## src/common/dag_pkg.sv

```systemverilog
// dag_pkg: shared widths, reset values and selector encodings for the address generators
// assumes a 14-bit address space and 16/24-bit data paths of the core
package dag_pkg;
  localparam int DAG_AW = 14;
  localparam int DAG_NREG = 4;
  localparam int DAG_SELW = 2;
  localparam int DAG_DW = 16;
  localparam int DAG_PW = 24;
  localparam int DAG_XW = 8;
  localparam logic [DAG_AW-1:0] DAG_ADDR_RST = 14'h0000;
  localparam logic [DAG_XW-1:0] DAG_PX_RST = 8'h00;
  localparam logic [DAG_PW-1:0] DAG_PMD_RST = 24'h000000;
  typedef enum logic [1:0] {
    DAG_WR_NONE,
    DAG_WR_I,
    DAG_WR_M,
    DAG_WR_L
  } dag_wr_t;
endpackage : dag_pkg

```

## src/rtl/dag_dual.sv

```systemverilog
// dag_dual: two data address generators plus the program-memory extension path
// assumes the sequencer supplies one-cycle access strobes and register loads
// Function
// - each generator keeps and updates its own four index pointers
// - after an indirect access the pointer gets one selected modify value added
// - each pointer has a length; nonzero length makes a circular buffer
// - first generator drives data memory address only, optional bit reversal
// - second generator addresses program or data memory, no bit reversal
// - both generators can produce addresses in the same cycle when the second targets program memory
// - 16-bit writes to program memory take low eight bits from extension
// - data reads from program memory load low eight bits into extension
// - serial ports use the same circular pointer mechanism for auto transfers
`timescale 1ns/1ps
module dag_dual
  import dag_pkg::*;
#(
  parameter int AW = DAG_AW
) (
  input wire logic clk,
  input wire logic rstn,
  input wire logic g1_acc,
  input wire logic [1:0] g1_isel,
  input wire logic [1:0] g1_msel,
  input wire logic g1_brev,
  input wire logic g2_acc,
  input wire logic [1:0] g2_isel,
  input wire logic [1:0] g2_msel,
  input wire logic g2_to_pm,
  input wire logic sp_acc,
  input wire logic [1:0] sp_isel,
  input wire logic [1:0] sp_msel,
  input wire logic wr_gen,
  input wire dag_wr_t wr_kind,
  input wire logic [1:0] wr_sel,
  input wire logic [AW-1:0] wr_val,
  input wire logic pm_wr,
  input wire logic [15:0] pm_wr_data,
  input wire logic pm_rd,
  input wire logic [23:0] pm_rd_data,
  input wire logic px_wr,
  input wire logic [7:0] px_wr_data,
  output logic [AW-1:0] dm_addr_q,
  output logic dm_addr_vld_q,
  output logic [AW-1:0] pm_addr_q,
  output logic pm_addr_vld_q,
  output logic [23:0] pm_data_out_q,
  output logic [7:0] px_q
);
  logic [AW-1:0] i1_q [DAG_NREG];
  logic [AW-1:0] m1_q [DAG_NREG];
  logic [AW-1:0] l1_q [DAG_NREG];
  logic [AW-1:0] b1_q [DAG_NREG];
  logic [AW-1:0] i2_q [DAG_NREG];
  logic [AW-1:0] m2_q [DAG_NREG];
  logic [AW-1:0] l2_q [DAG_NREG];
  logic [AW-1:0] b2_q [DAG_NREG];
  logic sp_go;

  // circular post-modify; base latched when the pointer is loaded
  function automatic logic [AW-1:0] post_mod(input logic [AW-1:0] i, input logic [AW-1:0] m,
                                               input logic [AW-1:0] l, input logic [AW-1:0] b);
    logic [AW:0] s;
    logic [AW:0] hi;
    s = {1'b0, i} + {m[AW-1], m};
    hi = {1'b0, b} + {1'b0, l};
    post_mod = s[AW-1:0];
    if (l != '0) begin
      if (m[AW-1] && (i + m) < b || (m[AW-1] && s[AW-1:0] > i)) begin
        post_mod = AW'(s[AW-1:0] + l);
      end else if (!m[AW-1] && {1'b0, s[AW-1:0]} >= hi) begin
        post_mod = AW'(s[AW-1:0] - l);
      end
    end
  endfunction : post_mod

  function automatic logic [AW-1:0] bit_rev(input logic [AW-1:0] a);
    for (int k = 0; k < AW; k++) begin
      bit_rev[k] = a[AW-1-k];
    end
  endfunction : bit_rev

  // serial port shares generator two, so a core access wins; limitation of one adder
  // serial words always go to data memory, whatever g2_to_pm says
  assign sp_go = sp_acc && !g2_acc;

  // generator one pointer file
  always_ff @(posedge clk or negedge rstn) begin
    if (!rstn) begin
      for (int k = 0; k < DAG_NREG; k++) begin
        i1_q[k] <= DAG_ADDR_RST;
        m1_q[k] <= DAG_ADDR_RST;
        l1_q[k] <= DAG_ADDR_RST;
        b1_q[k] <= DAG_ADDR_RST;
      end
    end else begin
      if (g1_acc) begin
        i1_q[g1_isel] <= post_mod(i1_q[g1_isel], m1_q[g1_msel], l1_q[g1_isel],
                                  b1_q[g1_isel]);
      end
      if (!wr_gen && wr_kind == DAG_WR_I) begin
        i1_q[wr_sel] <= wr_val;
        b1_q[wr_sel] <= wr_val;
      end
      if (!wr_gen && wr_kind == DAG_WR_M) begin
        m1_q[wr_sel] <= wr_val;
      end
      if (!wr_gen && wr_kind == DAG_WR_L) begin
        l1_q[wr_sel] <= wr_val;
      end
    end
  end

  // generator two pointer file, also used by serial port autobuffering
  always_ff @(posedge clk or negedge rstn) begin
    if (!rstn) begin
      for (int k = 0; k < DAG_NREG; k++) begin
        i2_q[k] <= DAG_ADDR_RST;
        m2_q[k] <= DAG_ADDR_RST;
        l2_q[k] <= DAG_ADDR_RST;
        b2_q[k] <= DAG_ADDR_RST;
      end
    end else begin
      if (g2_acc) begin
        i2_q[g2_isel] <= post_mod(i2_q[g2_isel], m2_q[g2_msel], l2_q[g2_isel],
                                  b2_q[g2_isel]);
      end else if (sp_acc) begin
        i2_q[sp_isel] <= post_mod(i2_q[sp_isel], m2_q[sp_msel], l2_q[sp_isel],
                                  b2_q[sp_isel]);
      end
      if (wr_gen && wr_kind == DAG_WR_I) begin
        i2_q[wr_sel] <= wr_val;
        b2_q[wr_sel] <= wr_val;
      end
      if (wr_gen && wr_kind == DAG_WR_M) begin
        m2_q[wr_sel] <= wr_val;
      end
      if (wr_gen && wr_kind == DAG_WR_L) begin
        l2_q[wr_sel] <= wr_val;
      end
    end
  end

  // address outputs; dm bus prefers generator one when both target it
  always_ff @(posedge clk or negedge rstn) begin
    if (!rstn) begin
      dm_addr_q <= DAG_ADDR_RST;
      dm_addr_vld_q <= 1'b0;
      pm_addr_q <= DAG_ADDR_RST;
      pm_addr_vld_q <= 1'b0;
    end else begin
      dm_addr_vld_q <= g1_acc || (g2_acc && !g2_to_pm) || sp_go;
      pm_addr_vld_q <= g2_acc && g2_to_pm;
      if (g1_acc) begin
        dm_addr_q <= g1_brev ? bit_rev(i1_q[g1_isel]) : i1_q[g1_isel];
      end else if (g2_acc && !g2_to_pm) begin
        dm_addr_q <= i2_q[g2_isel];
      end else if (sp_go) begin
        dm_addr_q <= i2_q[sp_isel];
      end
      if (g2_acc && g2_to_pm) begin
        pm_addr_q <= i2_q[g2_isel];
      end
    end
  end

  // extension register; a data read beats a direct load in the same cycle
  always_ff @(posedge clk or negedge rstn) begin
    if (!rstn) begin
      px_q <= DAG_PX_RST;
      pm_data_out_q <= DAG_PMD_RST;
    end else begin
      if (pm_rd) begin
        px_q <= pm_rd_data[7:0];
      end else if (px_wr) begin
        px_q <= px_wr_data;
      end
      if (pm_wr) begin
        pm_data_out_q <= {pm_wr_data, px_q};
      end
    end
  end

  property p_pm_wr_ext;
    @(posedge clk) disable iff (!rstn) pm_wr |=> pm_data_out_q[7:0] == $past(px_q);
  endproperty
  a_pm_wr_ext: assert property (p_pm_wr_ext) else $error("extension low bits wrong");
  property p_pm_rd_ext;
    @(posedge clk) disable iff (!rstn) pm_rd |=> px_q == $past(pm_rd_data[7:0]);
  endproperty
  a_pm_rd_ext: assert property (p_pm_rd_ext) else $error("extension not loaded");
  property p_g1_dm;
    @(posedge clk) disable iff (!rstn) g1_acc && !g1_brev |=> dm_addr_vld_q
      && dm_addr_q == $past(i1_q[g1_isel]);
  endproperty
  a_g1_dm: assert property (p_g1_dm) else $error("gen one address wrong");
  property p_g1_rev;
    @(posedge clk) disable iff (!rstn) g1_acc && g1_brev |=>
      dm_addr_q == bit_rev($past(i1_q[g1_isel]));
  endproperty
  a_g1_rev: assert property (p_g1_rev) else $error("bit reversal wrong");
  property p_g2_pm;
    @(posedge clk) disable iff (!rstn) g2_acc && g2_to_pm |=> pm_addr_vld_q
      && pm_addr_q == $past(i2_q[g2_isel]);
  endproperty
  a_g2_pm: assert property (p_g2_pm) else $error("gen two pm address wrong");
  property p_dual;
    @(posedge clk) disable iff (!rstn) g1_acc && g2_acc && g2_to_pm |=>
      dm_addr_vld_q && pm_addr_vld_q;
  endproperty
  a_dual: assert property (p_dual) else $error("dual fetch lost");
  property p_linear;
    @(posedge clk) disable iff (!rstn) g1_acc && l1_q[g1_isel] == '0 && !wr_gen
      |=> i1_q[$past(g1_isel)] == AW'($past(i1_q[g1_isel]) + $past(m1_q[g1_msel]))
      || $past(wr_kind) == DAG_WR_I;
  endproperty
  a_linear: assert property (p_linear) else $error("linear update wrong");
  property p_g2_lin;
    @(posedge clk) disable iff (!rstn) g2_acc && l2_q[g2_isel] == '0 && wr_kind == DAG_WR_NONE
      |=> i2_q[$past(g2_isel)] == AW'($past(i2_q[g2_isel]) + $past(m2_q[g2_msel]));
  endproperty
  a_g2_lin: assert property (p_g2_lin) else $error("gen two update wrong");
  property p_sp_dm;
    @(posedge clk) disable iff (!rstn) sp_acc && !g2_acc && !g1_acc |=> dm_addr_vld_q
      && dm_addr_q == $past(i2_q[sp_isel]);
  endproperty
  a_sp_dm: assert property (p_sp_dm) else $error("serial address wrong");
  c_dual: cover property (@(posedge clk) disable iff (!rstn) g1_acc && g2_acc && g2_to_pm);
  c_circ: cover property (@(posedge clk) disable iff (!rstn) g1_acc && l1_q[g1_isel] != '0);
  c_sport: cover property (@(posedge clk) disable iff (!rstn) sp_acc && !g2_acc);
endmodule : dag_dual

```

## config.mk

```make
export PLATFORM = sky130hd
export DESIGN_NAME = dag_dual
export DESIGN_NICKNAME = d
export VERILOG_FILES = /design/src/common/dag_pkg.sv /design/src/rtl/dag_dual.sv
export SDC_FILE = /design/constraint.sdc
export NUM_CORES = 2
export LEC_CHECK = 0
export BUFFER_PORTS_ARGS = -buffer_cell sky130_fd_sc_hd__buf_2
export CORE_ASPECT_RATIO = 1.1
export CORE_MARGIN = 2
export CORE_UTILIZATION = 50
export CTS_BUF_LIST = sky130_fd_sc_hd__clkbuf_2
export CTS_CLUSTER_SIZE = 14
export DETAILED_ROUTE_END_ITERATION = 8
export PLACE_DENSITY = 0.69
export SLEW_MARGIN = 30
export SYNTH_ARGS = -nofsm -noshare
export SYNTH_HDL_FRONTEND = slang
export SYNTH_SLANG_ARGS = --single-unit
export TNS_END_PERCENT = 30
```

## constraint.sdc

```tcl
create_clock -name clk -period 13.75 [get_ports clk]
set_clock_uncertainty 0.1 [all_clocks]
set_input_delay 1.375 -clock clk [delete_from_list [all_inputs] [get_ports clk]]
set_output_delay 1.375 -clock clk [all_outputs]
set_load 0.02 [all_outputs]
```

**Word level (Yosys, flattened, before mapping)**

Index checks and enable logic that the tools add are counted.

- Add/sub/neg operators: 15
- Muxes and demuxes: 79
- Bitwise logic cells: 7
- $lt $le $gt $ge: 20
- Eq/ne operators: 3
- Reduce and logical (&&, ||, !) cells: 38

Operators with widths:

| cell | number |
|---|---|
| $mux W14 | 45 |
| $bwmux W56 | 11 |
| $bmux W14 S2 | 12 |
| $mux W56 | 5 |
| $add A14 B14 Y14 | 9 |
| $demux W14 S2 | 4 |
| $add A14 B14 Y15 | 3 |
| $ge A14 B15 Y1 | 3 |
| $gt A14 B14 Y1 | 3 |
| $lt A14 B14 Y1 | 3 |
| $reduce_bool A14 Y1 | 3 |
| $sub A14 B14 Y14 | 3 |
| $logic_and A1 B1 Y1 | 22 |
| $ge A3 B3 Y1 const B | 7 |
| $not A2 Y3 | 7 |
| $mux W8 | 2 |
| $lt A3 B1 Y1 const B | 4 |
| $logic_not A1 Y1 | 6 |
| $logic_or A1 B1 Y1 | 5 |
| $eq A2 B2 Y1 const B | 2 |
| $reduce_bool A3 Y1 | 1 |
| $eq A2 B1 Y1 const B | 1 |
| $reduce_bool A2 Y1 | 1 |

- Output and inout bits: 62
- Logic and storage cells: 200
- Flip-flop bits (word level): 510
- Bits of input ports: 89

**Logic depth before layout (Yosys ltp)**

- Word-level depth: 17
- Gate-level depth with buffers: 28

**Least setup slack after synthesis**

Ideal clock, no wire load.

- Path kind: input -> register
- Start: input sp_isel[0]
- End: register i2_q[11] (netlist name)
- Setup time: 0.144 ns
- Required time: 13.506 ns
- Cell stages on the path: 24
- Arrival time: 7.333 ns
- Slack: 6.173 ns
- Path through: buf_4 -> buf_1 -> buf_1 -> buf_1 -> mux4_2 -> ha_1 -> a21o_1 -> a21oi_1 -> o21bai_1 -> a21oi_1 -> o21bai_1 -> a21oi_1 -> o21bai_1 -> a21oi_1 -> o21ai_0 -> o311a_1 -> ha_1 -> nor2_1 -> or3_4 -> a211oi_4 -> buf_4 -> nor3_1 -> a221oi_2 -> a32oi_1

- Cells in the longest elaborated chain, start to end: 17
- Elaborated cells between the ends (all ways): 38
- Those cells by class: add/sub: 5; order compare: 5; mux: 21; bitwise: 1; reduce/logical: 6

RTL lines:

| what | line | source |
|---|---|---|
| from (decl) | dag_dual.sv:30 | `input wire logic [1:0] sp_isel,` |
| $not A2 Y3 (implied by the code) * | dag_dual.sv:127, dag_dual.sv:128 |  |
| $bmux W14 S2, on equally long branches | dag_dual.sv:127, dag_dual.sv:128 |  |
| $mux W14, on equally long branches (2 in a row) | dag_dual.sv:127, dag_dual.sv:128 |  |
| $add A14 B14 Y14 or $add A14 B14 Y15 (tied branches) | dag_dual.sv:64, dag_dual.sv:68, dag_dual.sv:65 |  |
| $ge A14 B15 Y1, or another cell as far along | dag_dual.sv:70 | `end else if (!m[AW-1] && {1'b0, s[AW-1:0]} >= hi) begin` |
| $logic_and A1 B1 Y1, on equally long branches | dag_dual.sv:70, dag_dual.sv:68 |  |
| $mux W14 or $logic_or A1 B1 Y1 (tied branches) | dag_dual.sv:70, dag_dual.sv:68 |  |
| $mux W14 | dag_dual.sv:68 | `if (m[AW-1] && (i + m) < b \|\| (m[AW-1] && s[AW-1:0] > i)) begin` |
| $mux W14 | dag_dual.sv:67 | `if (l != '0) begin` |
| $mux W14 | dag_dual.sv:126 | `end else if (sp_acc) begin` |
| $mux W14 | dag_dual.sv:123 | `if (g2_acc) begin` |
| $bwmux W56 * | dag_dual.sv:127 | `i2_q[sp_isel] <= post_mod(i2_q[sp_isel], m2_q[sp_msel], l2_q[sp_isel],` |
| $mux W56 * | dag_dual.sv:126 |  |
| $mux W56 * | dag_dual.sv:123 |  |
| $bwmux W56 | dag_dual.sv:131 | `i2_q[wr_sel] <= wr_val;` |
| $mux W56 * | dag_dual.sv:130 | `if (wr_gen && wr_kind == DAG_WR_I) begin` |
| to (signal, indexed assignment) | dag_dual.sv:124 | `i2_q[g2_isel] <= post_mod(i2_q[g2_isel], m2_q[g2_msel], l2_q[g2_isel],` |
| to (signal, indexed assignment) | dag_dual.sv:127 |  |
| to (signal, indexed assignment) | dag_dual.sv:131 |  |
| to (decl) | dag_dual.sv:53 | `logic [AW-1:0] i2_q [DAG_NREG];` |

Every way passes the cells marked *; elsewhere a longest branch is shown, timed or not. The select of a mux whose other input is x is not followed.
A chain may end at the register's enable or synchronous reset.

**Worst setup path in the final report**

- Start: input sp_isel[0]
- End: register i2_q[28] (netlist name)

Same word-level chain as after synthesis.

==> summary.md <==
| Metric | Value |
|---|---|
| CTS sink cnt | `510` |
| Total of max-cap violations | `0` |
| Synth area leaders | `dfrtp_1 36%, mux4_2 10%, ha_1 9.5%` |
| Chain of cells forming the critical path | `buf_4 -> buf_4 -> mux4_2 -> ha_1 -> a211oi_1 -> nor2_1 -> o41a_1 -> a21oi_1 -> o21ai_0 -> a21oi_1 -> o21bai_1 -> xnor2_1 -> inv_1 -> ha_1 -> nand4_1 -> nor3_1 -> nor4bb_1 -> a41o_1 -> o311a_1 -> a21oi_2 -> buf_4 -> nor2_2 -> mux2i_2 -> a31oi_1` |
| Largest net degree at the start of global routing | `171` |
| Vias per std cell | `6.397` |
| Mapped Area | `35880 µm²` |
| Final hold slack | `182.9 ps` |
| Met3 usage | `0.08818` |
| Area Overhead vs Synth | `8.007%` |
| Core ar. | `71400 µm²` |
| CTS Buf Count | `137` |
| DRC | `0` |
| Hold Violations, Final | `0` |
| CTS tree | `yes` |
| Final Max Tran Viols | `0` |
| Total global routing overflow | `0` |
| Routed WL | `115000 µm` |
| # nets final | `4071` |
| Number of synthesized flops with an enable pin | `0` |
| IO Port Bufs | `134` |
| Post-DP HPWL | `82510 µm` |
| Mean post-synth cell area | `10.06 µm²` |
| Worst Max-Slew Pin Slew | `1103 ps` |
| Met1 usage | `0.4077` |
| #FFs+latches synth | `510` |
| Cell variety after synth | `89` |
| Rows | `103` |
| Seq/Total Area, Yosys | `0.3557` |
| Gr usage total | `0.3113` |
| Post-Synthesis Cells | `3566` |
| GR Util met2 | `0.4799` |
| Clk_lat worst skew | `1350 ps` |
| Avg WL per Cell | `24.25 µm` |
| Fin crit period | `7888 ps` |
| Worst Path Required | `14850 ps` |
| GR peak layer | `met2` |
| Slowest cell delay on critical path | `720 ps` |
| Die Ht | `284.9 µm` |
| DIE AREA | `73910 µm²` |
| Initial DRC count | `3197` |
| Number of global-route vias before repair | `30160` |
| Synth warn | `0` |
| Initial core utilization | `0.5025` |
| First-pass DRT Iterations | `6` |
| Status | `complete, no violations` |
| Setup_tns | `0 ps` |
| Final WS setup | `5862 ps` |
| CTS Buffer Depth | `3` |
| Post-Syn Nets | `3938` |
| Cts repair resizes | `0` |
| Asr flop ratio synth | `1.000` |
| Slowest cell on the critical path | `mux4_2` |
| Routed Antenna Nets | `0` |
| Most frequent cell after synthesis | `dfrtp_1` |
| Clk pin slew, worst setup/hold paths | `120 ps` |
| Critical Path Most Common Cell | `buf_4` |
| Slew HR | `0.2619` |
| Period utilization | `0.5736` |
| Htree depth | `4` |
| I/O pin cnt | `151` |
| Most instantiated cells after synthesis | `510 x dfrtp_1, 491 x nand2_1, 271 x ha_1` |
| Max FO, Critical Path | `30` |
| First-pass GRT wire length | `175400 µm` |
| Finish-stage setup viols | `0` |
| RSZ-0062 raised after global routing | `false` |
| Achievable Freq | `126.8 MHz` |
| Setup CP Type | `input pin to flop` |
| Share of layout cells above drive strength 1 | `0.2300` |
| Worst setup EP type | `flop` |
| Routability cong. | `0.9628` |
| Critical Path AT | `8980 ps` |
| Worst hold-check path type | `input pin to flop` |
| Post-synth top area share | `0.3557` |
| Initial antenna violation count | `10` |
| Setup crit start kind | `input pin` |
| Die X | `259.4 µm` |
| Top_reg_cell synth | `dfrtp_1` |
| Pre-CTS setup slack | `4686 ps` |
| Synth area leader | `dfrtp_1` |
| Via count | `30340` |
| Root Buffer | `clkbuf_2` |
| Reg2Reg Setup Slack | `6580 ps` |
[registers in the layout (all words and copies together) (netlist names)]
name           cells
i1_q              56
px_q               8
m2_q              56
pm_data_out_q     24
l2_q              56
dm_addr_vld_q      1
b2_q              56
b1_q              56
l1_q              56
dm_addr_q         14
pm_addr_vld_q      1
m1_q              56
i2_q              56
pm_addr_q         14
[critical path: cells and delay by family]
family	cells	cell delay (ps)
buffers and inverters	4	1510
adder cells (fa/ha/maj)	2	770
XOR/XNOR	1	540
multiplexers	2	1230
AND/OR/NAND/NOR	5	1270
AO/OA/AOI/OAI	10	2230
[final cells by class]
| class | count | area [µm²] |
|---|---|---|
| sequential | 510 | 12760 |
| clock buffer | 189 | 945.9 |
| timing repair buffer | 188 | 1146 |
| fill | 6442 | 32650 |
| inverter | 199 | 747.0 |
| multi-input combinational | 2663 | 21650 |
| tap | 945 | 1182 |
| antenna | 6 | 15.01 |
| clock inverter | 43 | 300.3 |
[final timing paths]
| path | endpoint | depth (start not counted) | startpoint |
|---|---|---|---|
| setup / recovery | i2_q[28] | 24 | sp_isel[0] |
| hold reg to reg | b1_q[20] | 2 | b1_q[20] |
| max in group asynchronous | b1_q[25] | 5 | rstn |
| min in group asynchronous | pm_data_out_q[10] | 2 | rstn |
| hold / removal | pm_data_out_q[10] | 2 | pm_wr_data[2] |
| setup reg to reg | i2_q[28] | 22 | i2_q[15] |
[kinds of logic after synthesis]
kind of cell | after synthesis | synth area share
muxes | 453 | 0.1932
and+or+nand+nor | 1000 | 0.1285
DFF | 510 | 0.3557
adders and majority gates | 283 | 0.1012
buffers and inverters | 393 | 0.04244
xor gates and xnor gates | 74 | 0.01807
AOI/OAI and AO/OA | 853 | 0.1608
[layout by cell type, fill, tap and decap left out, drive strengths merged, types with 12 or more instances in the layout]
cell type,netlist,layout
a211oi,18,18
a21o,55,55
a21oi,185,185
a221oi,17,17
a22oi,13,13
a31oi,50,50
a32oi,35,35
and2,29,29
and3,28,28
buf,48,183
clkbuf,146,189
clkinv,0,29
dfrtp,510,510
fa,12,12
ha,271,271
inv,199,208
mux2,254,254
mux2i,33,33
mux4,166,166
nand2,491,491
nand2b,39,39
nand3,59,59
nand4,30,30
nor2,140,140
nor2b,29,29
nor3,65,65
nor3b,12,12
nor4,15,15
o211ai,45,45
o21a,32,32
o21ai,199,199
o21bai,21,21
o221ai,37,37
o31ai,16,16
or2,17,17
or3,19,19
xnor2,47,47
xor2,27,27
[metal layers]
layer	wire length (µm)	part of all wire	up-vias
li1	-	-	13580
met1	45700	0.40	14930
met2	51730	0.45	1520
met3	12650	0.11	298
met4	4884	0.042	6
met5	37	0.00032	-
[repair_timing]
item,in CTS,in global routing
endpoints found under the hold margin,77,0
hold buffers,5,0
setup buffers,0,0
[stage by stage]
stage,utilization,instances,instance area (µm²)
3_5_place_dp,0.5236,4499,37380
5_1_grt,0.5426,4739,38740
6_report,0.5427,4743,38750
3_3_place_gp,0.5235,4499,37370
4_1_cts,0.5417,4736,38680
2_1_floorplan,-,3566,35880
Power is not shown: default switching activity piles up to over one toggle a cycle in this logic, so the estimate is an artifact.
